===== src/rtl/scpm_map.svh =====
// register offsets, field positions, reset values and timing counts for the cam monitor
// assumes inclusion by bare name from the design files
`ifndef SCPM_MAP_SVH
`define SCPM_MAP_SVH

// ----------------------------------------
// register byte offsets
// ----------------------------------------
`define SCPM_OFS_ENABLE 8'h00
`define SCPM_OFS_CAM_TOLERANCE 8'h04
`define SCPM_OFS_POSITION_TOLERANCE 8'h08
`define SCPM_OFS_MOD_RANGE 8'h0C
`define SCPM_OFS_STATUS 8'h10
`define SCPM_OFS_IRQ_STATUS 8'h14
`define SCPM_OFS_IRQ_ENABLE 8'h18
`define SCPM_OFS_IRQ_CLEAR 8'h1C
`define SCPM_OFS_CONTROL 8'h20
`define SCPM_OFS_CAM_PLUS 8'h40
`define SCPM_OFS_CAM_MINUS 8'h50
`define SCPM_OFS_OUT_PLUS 8'h60
`define SCPM_OFS_OUT_MINUS 8'h70

// ----------------------------------------
// field positions
// ----------------------------------------
`define SCPM_BIT_SYNC 7
`define SCPM_BIT_ROTARY 0
`define SCPM_BIT_START 1
`define SCPM_BIT_REFERENCED 2
`define SCPM_CAM_EN_LSB 8
`define SCPM_CAM_EN_MSB 15
`define SCPM_IRQ_CFG_ERR 0
`define SCPM_IRQ_CAM_CHG 1

// ----------------------------------------
// reset values and timing
// ----------------------------------------
`define SCPM_RST_ENABLE 32'h0000_0000
`define SCPM_RST_MOD_RANGE 32'h0005_7E40
`define SCPM_CYCLE_NS 32'd100000
`define SCPM_CLK_NS 32'd5
`define SCPM_CYCLE_COUNT (`SCPM_CYCLE_NS / `SCPM_CLK_NS)

`endif


===== src/rtl/scpm_pkg.sv =====
// types shared by the cam monitor files
// assumes nothing of its surroundings
package scpm_pkg;
  typedef enum logic [1:0] {
    scpm_st_idle,
    scpm_st_check,
    scpm_st_run
  } scpm_state_t;
  typedef logic signed [31:0] scpm_pos_t;
endpackage


===== src/rtl/scpm_cfg_mem.sv =====
// small register-output memory holding per-cam words
// assumes one writer and one reader on the system clock
`timescale 1ns/1ps
module scpm_cfg_mem #(
  parameter int depth = 16,
  parameter int width = 32
) (
  input wire logic clock,
  input wire logic wr_en,
  input wire logic [$clog2(depth)-1:0] wr_addr,
  input wire logic [width-1:0] wr_data,
  input wire logic [$clog2(depth)-1:0] rd_addr,
  output logic [width-1:0] rd_data
);
  logic [width-1:0] mem [depth];

  always_ff @(posedge clock) begin
    if (wr_en) begin
      mem[wr_addr] <= wr_data;
    end
    rd_data <= mem[rd_addr];
  end
endmodule


===== src/rtl/scpm_top.sv =====
// safe cam position monitor for one axis with wishbone register access
// assumes synchronous inputs, a 200 MHz clock and a wishbone classic master
// Overview of operation
// - four cam pairs per axis, each plus and minus cam with its own output.
// - eight enable bits (positions 8 to 15) turn on individual cams; disabled cams stay low.
// - plus and minus cam positions come from two separate arrays indexed by cam number.
// - cam outputs run from reset onward and a separate output shows safe referencing.
// - channel disagreement within the cam tolerance band is not an error.
// - with sync enabled (bit 7) own results are ANDed with the other channel's.
// - with sync enabled outputs switch with direction hysteresis of cam tolerance width.
// - rotary axes wrap the position into the configured modulo range.
// - without sync each cam must be at least low+position_tolerance and below high-position_tolerance.
// - with sync each cam must be at least low+position_tolerance and below high-position_tolerance-cam_tolerance.
// - on rotary axes the enabled cams are checked during run-up and an alarm is raised afterward.
// - plus and minus outputs are routed to terminals by two assignment arrays.
`timescale 1ns/1ps
`include "scpm_map.svh"
module scpm_top #(
  parameter int num_pairs = 4,
  parameter int num_terms = 16,
  parameter int cycle_count = `SCPM_CYCLE_COUNT
) (
  input wire logic clock,
  input wire logic reset_n,
  input wire logic wb_cyc_i,
  input wire logic wb_stb_i,
  input wire logic wb_we_i,
  input wire logic [7:0] wb_adr_i,
  input wire logic [3:0] wb_sel_i,
  input wire logic [31:0] wb_dat_i,
  output logic [31:0] wb_dat_o,
  output logic wb_ack_o,
  input wire logic [31:0] safe_position,
  input wire logic [num_pairs-1:0] other_plus_cam,
  input wire logic [num_pairs-1:0] other_minus_cam,
  output logic [num_pairs-1:0] plus_cam,
  output logic [num_pairs-1:0] minus_cam,
  output logic [num_terms-1:0] safe_output_signal,
  output logic axis_referenced,
  output logic config_alarm,
  output logic irq
);
  localparam int aw = $clog2(num_terms);

  // ----------------------------------------
  // helpers
  // ----------------------------------------
  function automatic logic [31:0] merge_bytes(input logic [31:0] old, input logic [31:0] nw,
                                              input logic [3:0] sel);
    logic [31:0] r;
    r = old;
    for (int b = 0; b < 4; b++) begin
      if (sel[b]) begin
        r[b*8 +: 8] = nw[b*8 +: 8];
      end
    end
    return r;
  endfunction

  // modulo limits checked against one cam position
  function automatic logic cam_pos_ok(input scpm_pkg::scpm_pos_t pos,
                                      input scpm_pkg::scpm_pos_t ptol,
                                      input scpm_pkg::scpm_pos_t ctol,
                                      input scpm_pkg::scpm_pos_t range,
                                      input logic sync);
    scpm_pkg::scpm_pos_t hi;
    hi = sync ? range - ptol - ctol : range - ptol;
    return (pos >= ptol) && (pos < hi);
  endfunction

  // shadow word k holds plus cam k, or minus cam k-num_pairs; pick its own enable bit
  function automatic logic word_enabled(input logic [3:0] k, input logic [7:0] en);
    if (k < 4'(num_pairs)) begin
      return en[3'(2 * k + 4'h1)];
    end
    return en[3'(2 * (k - 4'(num_pairs)))];
  endfunction

  // ----------------------------------------
  // registers
  // ----------------------------------------
  logic [31:0] func_enable;
  logic [31:0] cam_tolerance;
  logic [31:0] position_tolerance;
  logic [31:0] mod_range;
  logic [31:0] control;
  logic [1:0] irq_status;
  logic [1:0] irq_enable;
  logic [31:0] cam_plus_pos [num_pairs];
  logic [31:0] cam_minus_pos [num_pairs];
  logic [7:0] out_plus_map [num_pairs];
  logic [7:0] out_minus_map [num_pairs];
  logic req;
  logic wr;
  logic sync_en;
  logic rotary;
  logic [7:0] cam_en;

  assign req = wb_cyc_i && wb_stb_i && !wb_ack_o;
  assign wr = req && wb_we_i;
  assign sync_en = func_enable[`SCPM_BIT_SYNC];
  assign cam_en = func_enable[`SCPM_CAM_EN_MSB:`SCPM_CAM_EN_LSB];
  assign rotary = control[`SCPM_BIT_ROTARY];

  always_ff @(posedge clock) begin
    if (!reset_n) begin
      func_enable <= `SCPM_RST_ENABLE;
      cam_tolerance <= 32'h0000_0000;
      position_tolerance <= 32'h0000_0000;
      mod_range <= `SCPM_RST_MOD_RANGE;
      control <= 32'h0000_0000;
      irq_enable <= 2'h0;
    end else if (wr) begin
      unique case (wb_adr_i)
        `SCPM_OFS_ENABLE: func_enable <= merge_bytes(func_enable, wb_dat_i, wb_sel_i);
        `SCPM_OFS_CAM_TOLERANCE: cam_tolerance <= merge_bytes(cam_tolerance, wb_dat_i, wb_sel_i);
        `SCPM_OFS_POSITION_TOLERANCE: position_tolerance <= merge_bytes(position_tolerance, wb_dat_i, wb_sel_i);
        `SCPM_OFS_MOD_RANGE: mod_range <= merge_bytes(mod_range, wb_dat_i, wb_sel_i);
        `SCPM_OFS_CONTROL: control <= merge_bytes(control, wb_dat_i, wb_sel_i);
        `SCPM_OFS_IRQ_ENABLE: irq_enable <= wb_dat_i[1:0];
        default: ;
      endcase
    end
  end

  // per-cam arrays: 16 byte windows, word index in bits 3:2
  always_ff @(posedge clock) begin
    if (!reset_n) begin
      for (int i = 0; i < num_pairs; i++) begin
        cam_plus_pos[i] <= 32'h0000_0000;
        cam_minus_pos[i] <= 32'h0000_0000;
        out_plus_map[i] <= 8'(2 * i);
        out_minus_map[i] <= 8'(2 * i + 1);
      end
    end else if (wr) begin
      for (int i = 0; i < num_pairs; i++) begin
        if (wb_adr_i == `SCPM_OFS_CAM_PLUS + 8'(4 * i)) begin
          cam_plus_pos[i] <= merge_bytes(cam_plus_pos[i], wb_dat_i, wb_sel_i);
        end
        if (wb_adr_i == `SCPM_OFS_CAM_MINUS + 8'(4 * i)) begin
          cam_minus_pos[i] <= merge_bytes(cam_minus_pos[i], wb_dat_i, wb_sel_i);
        end
        if (wb_adr_i == `SCPM_OFS_OUT_PLUS + 8'(4 * i)) begin
          out_plus_map[i] <= wb_dat_i[7:0];
        end
        if (wb_adr_i == `SCPM_OFS_OUT_MINUS + 8'(4 * i)) begin
          out_minus_map[i] <= wb_dat_i[7:0];
        end
      end
    end
  end

  // ----------------------------------------
  // run-up configuration check
  // ----------------------------------------
  // a single mem holds a shadow of positions so the check walks one word per cycle,
  // trading run-up time for a single comparator
  scpm_pkg::scpm_state_t state;
  logic [3:0] chk_idx;
  logic [31:0] chk_word;
  logic chk_fail;
  logic [3:0] mem_waddr;
  logic [31:0] mem_wdata;
  logic mem_we;

  always_comb begin
    mem_we = 1'b0;
    mem_waddr = 4'h0;
    mem_wdata = wb_dat_i;
    for (int i = 0; i < num_pairs; i++) begin
      if (wr && wb_adr_i == `SCPM_OFS_CAM_PLUS + 8'(4 * i)) begin
        mem_we = 1'b1;
        mem_waddr = 4'(i);
        mem_wdata = merge_bytes(cam_plus_pos[i], wb_dat_i, wb_sel_i);
      end
      if (wr && wb_adr_i == `SCPM_OFS_CAM_MINUS + 8'(4 * i)) begin
        mem_we = 1'b1;
        mem_waddr = 4'(i + num_pairs);
        mem_wdata = merge_bytes(cam_minus_pos[i], wb_dat_i, wb_sel_i);
      end
    end
  end

  scpm_cfg_mem #(.depth(16), .width(32)) u_mem (
    .clock(clock),
    .wr_en(mem_we),
    .wr_addr(mem_waddr),
    .wr_data(mem_wdata),
    .rd_addr(chk_idx),
    .rd_data(chk_word)
  );

  logic start_req;
  assign start_req = wr && wb_adr_i == `SCPM_OFS_CONTROL && wb_sel_i[0]
                     && wb_dat_i[`SCPM_BIT_START];

  always_ff @(posedge clock) begin
    if (!reset_n) begin
      state <= scpm_pkg::scpm_st_idle;
      chk_idx <= 4'h0;
      chk_fail <= 1'b0;
      config_alarm <= 1'b0;
    end else begin
      unique case (state)
        scpm_pkg::scpm_st_idle: begin
          if (start_req) begin
            state <= scpm_pkg::scpm_st_check;
            chk_idx <= 4'h0;
            chk_fail <= 1'b0;
            config_alarm <= 1'b0;
          end
        end
        scpm_pkg::scpm_st_check: begin
          chk_idx <= chk_idx + 4'h1;
          // read data lags index by one cycle
          if (chk_idx != 4'h0) begin
            if (rotary && word_enabled(chk_idx - 4'h1, cam_en)
                && !cam_pos_ok(chk_word, position_tolerance, cam_tolerance, mod_range, sync_en)) begin
              chk_fail <= 1'b1;
            end
          end
          if (chk_idx == 4'(2 * num_pairs)) begin
            state <= scpm_pkg::scpm_st_run;
          end
        end
        scpm_pkg::scpm_st_run: begin
          config_alarm <= chk_fail;
          if (start_req) begin
            state <= scpm_pkg::scpm_st_check;
            chk_idx <= 4'h0;
            chk_fail <= 1'b0;
          end
        end
      endcase
    end
  end

  // ----------------------------------------
  // monitoring cycle and cam evaluation
  // ----------------------------------------
  logic [31:0] cyc_cnt;
  logic tick;
  scpm_pkg::scpm_pos_t pos_mod;
  logic [num_pairs-1:0] raw_plus;
  logic [num_pairs-1:0] raw_minus;

  always_ff @(posedge clock) begin
    if (!reset_n) begin
      cyc_cnt <= 32'h0000_0000;
      tick <= 1'b0;
    end else begin
      tick <= (cyc_cnt == 32'(cycle_count - 1));
      cyc_cnt <= (cyc_cnt == 32'(cycle_count - 1)) ? 32'h0000_0000 : cyc_cnt + 32'h1;
    end
  end

  // wrap for endless rotary axes; one range step covers per-cycle motion
  always_comb begin
    pos_mod = safe_position;
    if (rotary) begin
      if (pos_mod >= scpm_pkg::scpm_pos_t'(mod_range)) begin
        pos_mod = pos_mod - mod_range;
      end else if (pos_mod < 0) begin
        pos_mod = pos_mod + mod_range;
      end
    end
  end

  always_comb begin
    for (int i = 0; i < num_pairs; i++) begin
      raw_plus[i] = pos_mod > scpm_pkg::scpm_pos_t'(cam_plus_pos[i]);
      raw_minus[i] = pos_mod < scpm_pkg::scpm_pos_t'(cam_minus_pos[i]);
      // hysteresis: leave a set state only after cam_tolerance beyond the edge
      if (sync_en && plus_cam[i]) begin
        raw_plus[i] = pos_mod > scpm_pkg::scpm_pos_t'(cam_plus_pos[i] - cam_tolerance);
      end
      if (sync_en && minus_cam[i]) begin
        raw_minus[i] = pos_mod < scpm_pkg::scpm_pos_t'(cam_minus_pos[i] + cam_tolerance);
      end
    end
  end

  logic [num_pairs-1:0] en_plus;
  logic [num_pairs-1:0] en_minus;
  logic [num_pairs-1:0] next_plus;
  logic [num_pairs-1:0] next_minus;
  always_comb begin
    for (int i = 0; i < num_pairs; i++) begin
      en_plus[i] = cam_en[2 * i + 1];
      en_minus[i] = cam_en[2 * i];
    end
    // sync ANDs with the other channel; without it, disagreement is tolerated
    next_plus = raw_plus & en_plus & (sync_en ? other_plus_cam : '1);
    next_minus = raw_minus & en_minus & (sync_en ? other_minus_cam : '1);
  end

  always_ff @(posedge clock) begin
    if (!reset_n) begin
      plus_cam <= '0;
      minus_cam <= '0;
    end else if (tick) begin
      plus_cam <= next_plus;
      minus_cam <= next_minus;
    end
  end

  always_ff @(posedge clock) begin
    if (!reset_n) begin
      safe_output_signal <= '0;
    end else begin
      for (int t = 0; t < num_terms; t++) begin
        safe_output_signal[t] <= 1'b0;
        for (int i = 0; i < num_pairs; i++) begin
          if (out_plus_map[i] == 8'(t) && plus_cam[i]) begin
            safe_output_signal[t] <= 1'b1;
          end
          if (out_minus_map[i] == 8'(t) && minus_cam[i]) begin
            safe_output_signal[t] <= 1'b1;
          end
        end
      end
    end
  end

  always_ff @(posedge clock) begin
    if (!reset_n) begin
      axis_referenced <= 1'b0;
    end else begin
      axis_referenced <= control[`SCPM_BIT_REFERENCED];
    end
  end

  // ----------------------------------------
  // interrupts
  // ----------------------------------------
  logic cam_change;
  logic alarm_rise;
  logic [1:0] irq_clr;
  assign cam_change = tick && ((next_plus != plus_cam) || (next_minus != minus_cam));
  assign alarm_rise = state == scpm_pkg::scpm_st_run && chk_fail && !config_alarm;
  assign irq_clr = (wr && wb_adr_i == `SCPM_OFS_IRQ_CLEAR) ? wb_dat_i[1:0] : 2'h0;

  always_ff @(posedge clock) begin
    if (!reset_n) begin
      irq_status <= 2'h0;
      irq <= 1'b0;
    end else begin
      // set wins over clear
      irq_status[`SCPM_IRQ_CFG_ERR] <= alarm_rise
        || (irq_status[`SCPM_IRQ_CFG_ERR] && !irq_clr[`SCPM_IRQ_CFG_ERR]);
      irq_status[`SCPM_IRQ_CAM_CHG] <= cam_change
        || (irq_status[`SCPM_IRQ_CAM_CHG] && !irq_clr[`SCPM_IRQ_CAM_CHG]);
      irq <= |(irq_status & irq_enable);
    end
  end

  // ----------------------------------------
  // bus read and ack
  // ----------------------------------------
  logic [31:0] rd_mux;
  always_comb begin
    rd_mux = 32'h0000_0000;
    unique case (wb_adr_i)
      `SCPM_OFS_ENABLE: rd_mux = func_enable;
      `SCPM_OFS_CAM_TOLERANCE: rd_mux = cam_tolerance;
      `SCPM_OFS_POSITION_TOLERANCE: rd_mux = position_tolerance;
      `SCPM_OFS_MOD_RANGE: rd_mux = mod_range;
      `SCPM_OFS_CONTROL: rd_mux = control;
      `SCPM_OFS_STATUS: rd_mux = {22'h0, config_alarm, axis_referenced,
                                  minus_cam, plus_cam};
      `SCPM_OFS_IRQ_STATUS: rd_mux = {30'h0, irq_status};
      `SCPM_OFS_IRQ_ENABLE: rd_mux = {30'h0, irq_enable};
      default: ;
    endcase
    for (int i = 0; i < num_pairs; i++) begin
      if (wb_adr_i == `SCPM_OFS_CAM_PLUS + 8'(4 * i)) rd_mux = cam_plus_pos[i];
      if (wb_adr_i == `SCPM_OFS_CAM_MINUS + 8'(4 * i)) rd_mux = cam_minus_pos[i];
      if (wb_adr_i == `SCPM_OFS_OUT_PLUS + 8'(4 * i)) rd_mux = {24'h0, out_plus_map[i]};
      if (wb_adr_i == `SCPM_OFS_OUT_MINUS + 8'(4 * i)) rd_mux = {24'h0, out_minus_map[i]};
    end
  end

  always_ff @(posedge clock) begin
    if (!reset_n) begin
      wb_ack_o <= 1'b0;
      wb_dat_o <= 32'h0000_0000;
    end else begin
      wb_ack_o <= req;
      wb_dat_o <= (req && !wb_we_i) ? rd_mux : 32'h0000_0000;
    end
  end

  // ----------------------------------------
  // checks
  // ----------------------------------------
  chk_disabled_low: assert property (@(posedge clock) disable iff (!reset_n)
    !cam_en[1] |-> ##1 !$rose(plus_cam[0])) else $error("disabled cam rose");
  chk_sync_and: assert property (@(posedge clock) disable iff (!reset_n)
    (tick && sync_en && !other_plus_cam[0]) |=> !plus_cam[0])
    else $error("sync and not applied");
  chk_plus_above: assert property (@(posedge clock) disable iff (!reset_n)
    (tick && !sync_en && cam_en[1] && pos_mod > scpm_pkg::scpm_pos_t'(cam_plus_pos[0]))
    |=> plus_cam[0]) else $error("plus cam missing");
  chk_minus_below: assert property (@(posedge clock) disable iff (!reset_n)
    (tick && !sync_en && cam_en[0] && pos_mod >= scpm_pkg::scpm_pos_t'(cam_minus_pos[0]))
    |=> !minus_cam[0]) else $error("minus cam wrong");
  chk_hold_tick: assert property (@(posedge clock) disable iff (!reset_n)
    !tick |=> $stable(plus_cam)) else $error("cam moved off tick");
  chk_wrap_range: assert property (@(posedge clock) disable iff (!reset_n)
    (rotary && safe_position < mod_range && !safe_position[31]) |-> pos_mod == safe_position)
    else $error("wrap altered in-range position");
  chk_alarm_follow: assert property (@(posedge clock) disable iff (!reset_n)
    (state == scpm_pkg::scpm_st_run && chk_fail) |=> config_alarm)
    else $error("alarm not raised");
  chk_route_plus: assert property (@(posedge clock) disable iff (!reset_n)
    (plus_cam[0] && out_plus_map[0] < 8'(num_terms))
    |=> safe_output_signal[$past(out_plus_map[0][aw-1:0])])
    else $error("plus route lost");
  chk_ref_follow: assert property (@(posedge clock) disable iff (!reset_n)
    control[`SCPM_BIT_REFERENCED] |=> axis_referenced) else $error("referenced lost");
endmodule


===== config.mk =====
export PLATFORM = sky130hd
export DESIGN_NAME = scpm_top
export DESIGN_NICKNAME = d
export VERILOG_FILES = /design/src/rtl/scpm_pkg.sv /design/src/rtl/scpm_cfg_mem.sv /design/src/rtl/scpm_top.sv
export VERILOG_INCLUDE_DIRS = /design/src /design/src/rtl
export SDC_FILE = /design/constraint.sdc
export NUM_CORES = 2
export LEC_CHECK = 0
export ABC_AREA = 0
export BUFFER_PORTS_ARGS = -buffer_cell sky130_fd_sc_hd__buf_4
export CAP_MARGIN = 10
export CELL_PAD_IN_SITES_DETAIL_PLACEMENT = 0
export CELL_PAD_IN_SITES_GLOBAL_PLACEMENT = 2
export CORE_UTILIZATION = 41
export CTS_CLUSTER_SIZE = 16
export DETAILED_ROUTE_END_ITERATION = 12
export HOLD_SLACK_MARGIN = 0.08
export MAX_ROUTING_LAYER = met4
export PLACE_DENSITY = 0.79
export SLEW_MARGIN = 10
export SYNTH_ARGS = -nofsm -noshare
export SYNTH_HDL_FRONTEND = slang
export SYNTH_SLANG_ARGS = --single-unit

===== constraint.sdc =====
create_clock -name clock -period 11.86 [get_ports clock]
set_clock_uncertainty 0.1 [all_clocks]
set_input_delay 2.372 -clock clock [delete_from_list [all_inputs] [get_ports clock]]
set_output_delay 2.372 -clock clock [all_outputs]
set_load 0.05 [all_outputs]

==> metrics.txt <==
maximum clock insertion buffer count 3; H-tree levels 3; CTS tree done; Placeable Area 169000 um^2; vias in the first global route 64322; Rel. slew slack 3.37%; final wirelength 399000 um; CTS sink cnt 872; total die area 172000 um^2; crit start category input port; die width 415 um; Max IR drop VDD 0.153 mV; most frequent cells in the layout 877 x nand2_1, 860 x ha_1, 841 x a21oi_1; pin count of the biggest net entering global routing 79; largest area contributor in the netlist edfxtp_1; area share of the largest cell type after synthesis 24.7%; Die Y 415 um; initial antenna violation count 47; gr ovfl total 0; Tmin final 10.12 ns; hpwl dp 305000 um; Routed Antenna Nets 0; Placer Congestion 1.08; HP Class flip-flop to flip-flop; hold_ws 0.354 ns; share of layout cells above drive strength 1 9.34%; Port-buffer cells 148; most common cell after layout, fill and taps aside nand2_1; total global-route track usage 46.1%; clock transition at the registers of the reported paths 0.06 ns; DRC Markers 0; ys flop type edfxtp_1; Post-Synthesis Cells 7884; final hold vios 0; RSZ-0062 raised after global routing no; upper clock frequency limit 98.8 MHz; Non-Filler Instances 10386; Wirelength per Cell 38.4 um; Synth area leaders edfxtp_1 25%, ha_1 15%, dfxtp_1 8.5%; hold_buf cts 0; crit path capture type flip-flop; Worst EP arrival 10.74 ns; Clock Tree Root clkbuf_16; Post-synth EDFFs 576; area grow syn2layout 11.8%; syn_nets 8845; Setup CP Type input port to flip-flop; register area share after synthesis 33.2%; Slew @ Worst Pin 1.43 ns; worst path required time 12.48 ns; total negative slack 0 ns; PwrDens 103 nW/um^2; period utilisation layout 85.3%; drt first pass iters 7; outcome complete, no violations; Syn Std Cell Area 69900 um^2; Setup violations, final 0; clock latency on the worst-skew pair 0.82 ns; Warnings, synthesis 0; syn_area_per_cell 8.87 um^2; DR vias 70521; Starting Density 41.3%; Critical Path Max Stage Delay 0.77 ns; fillers 16485; post-synthesis register bit count 872; pins over their slew limit 0; initial drt markers 11748; Static Leak 30.3 nW; CP max stage cell nor4_1; CTS Buf Count 106; first-pass GRT wire length 534000 um; drt via density 6.79; setup bufs post-CTS 0; Nets 8993; Max-Cap Viols 0; PostCTS Resize Cnt 0; num rows 151; Async SR Flop Fraction 0%; IO Pins 149; CP Max Fanout 9; placed instance count 10142; Final Util 46.2%; Netlist cell types 107
==> cells in the mapped netlist, drive strengths merged (61+ instances only) <==
cell type  number
nand2         897
ha            860
a21oi         852
edfxtp        576
nor2          500
inv           457
o21ai         393
dfxtp         296
clkbuf        228
xnor2         195
nand3         178
a21o          176
xor2          176
nor3          162
nand2b        151
and3          141
nand4         133
nor2b         118
a31oi          92
a221oi         78
o22ai          68
mux4           66
buf            65
or3            65
a211oi         63
and2           61
==> routing by layer <==
metal | global-route usage, % | vias to the layer above | routed length, um
li1 | - | 29836 | -
met3 | 16.0 | 1083 | 54400
met5 | - | - | 0
met1 | 58.9 | 34745 | 158000
met4 | 27.2 | 0 | 27300
met2 | 62.3 | 4857 | 159000
==> registers in the layout, indices dropped and copies added, names as in the netlist, 32 cells and up <==
signal	flops
cam_plus_pos	128
wb_dat_o	32
out_plus_map	32
mod_range	32
cam_tolerance	32
position_tolerance	32
u_mem.rd_data	32
cam_minus_pos	128
control	32
u_mem.mem	256
out_minus_map	32
func_enable	32
cyc_cnt	32
==> cells by family after synthesis <==
family / share of synthesized area [%]
AOI/OAI and AO/OA: 21.4
xor gates and xnor gates: 4.65
adders and majority gates: 16.0
buffers and inverters: 4.18
DFF: 33.2
muxes: 3.23
and+or+nand+nor: 17.4
==> worst max-delay path, delay by kind of cell <==
kind                     cells  cell delay (ns)
AO/OA/AOI/OAI               18             4.46
XOR/XNOR                     1             0.35
adder cells (fa/ha/maj)      3             0.78
buffers and inverters        4             0.67
AND/OR/NAND/NOR              6             2.10
==> stage by stage <==
| step | total power (W) | instance area [um^2] | worst slack (ns) |
|---|---|---|---|
| final | 0.00806 | 78100 | 1.74 |
| after global routing | 0.00824 | 78100 | 1.51 |
| after CTS | 0.00800 | 78000 | 2.10 |
| after detailed placement | 0.00460 | 74400 | 1.26 |
| after global placement | 0.00460 | 74400 | 1.37 |
| after floorplan | 0.00406 | 69900 | 2.15 |
==> power breakdown <==
group | total [W] | internal [W] | switching, W
Clock | 0.00345 | 0.00197 | 0.00148
Sequential | 0.00337 | 0.00327 | 0.000100
Combinational | 0.00123 | 0.000390 | 0.000842
==> layout make-up <==
type	count	area [um^2]	area share, %
diodes	44	110	0.141
multi-input cells	6258	44100	56.5
flip-flops and latches	872	23200	29.7
inverters	461	1740	2.23
repair buffers	333	2510	3.22
clock buffers	140	2880	3.69
well taps	2218	2780	3.55
clock inverters	60	741	0.948
==> final timing paths <==
kind | start | end | slack [ns] | cells past startpoint
max | safe_position[0] | irq_status[1]$_SDFF_PN0_ | 1.74 | 32
min | mod_range[27]$_SDFFE_PN0P_ | mod_range[27]$_SDFFE_PN0P_ | 0.35 | 2
max reg2reg | cam_tolerance[1]$_SDFFE_PN0P_ | irq_status[1]$_SDFF_PN0_ | 1.77 | 30
min reg2reg | mod_range[27]$_SDFFE_PN0P_ | mod_range[27]$_SDFFE_PN0P_ | 0.35 | 2
Note: power is estimated with default switching activity, not from simulation.
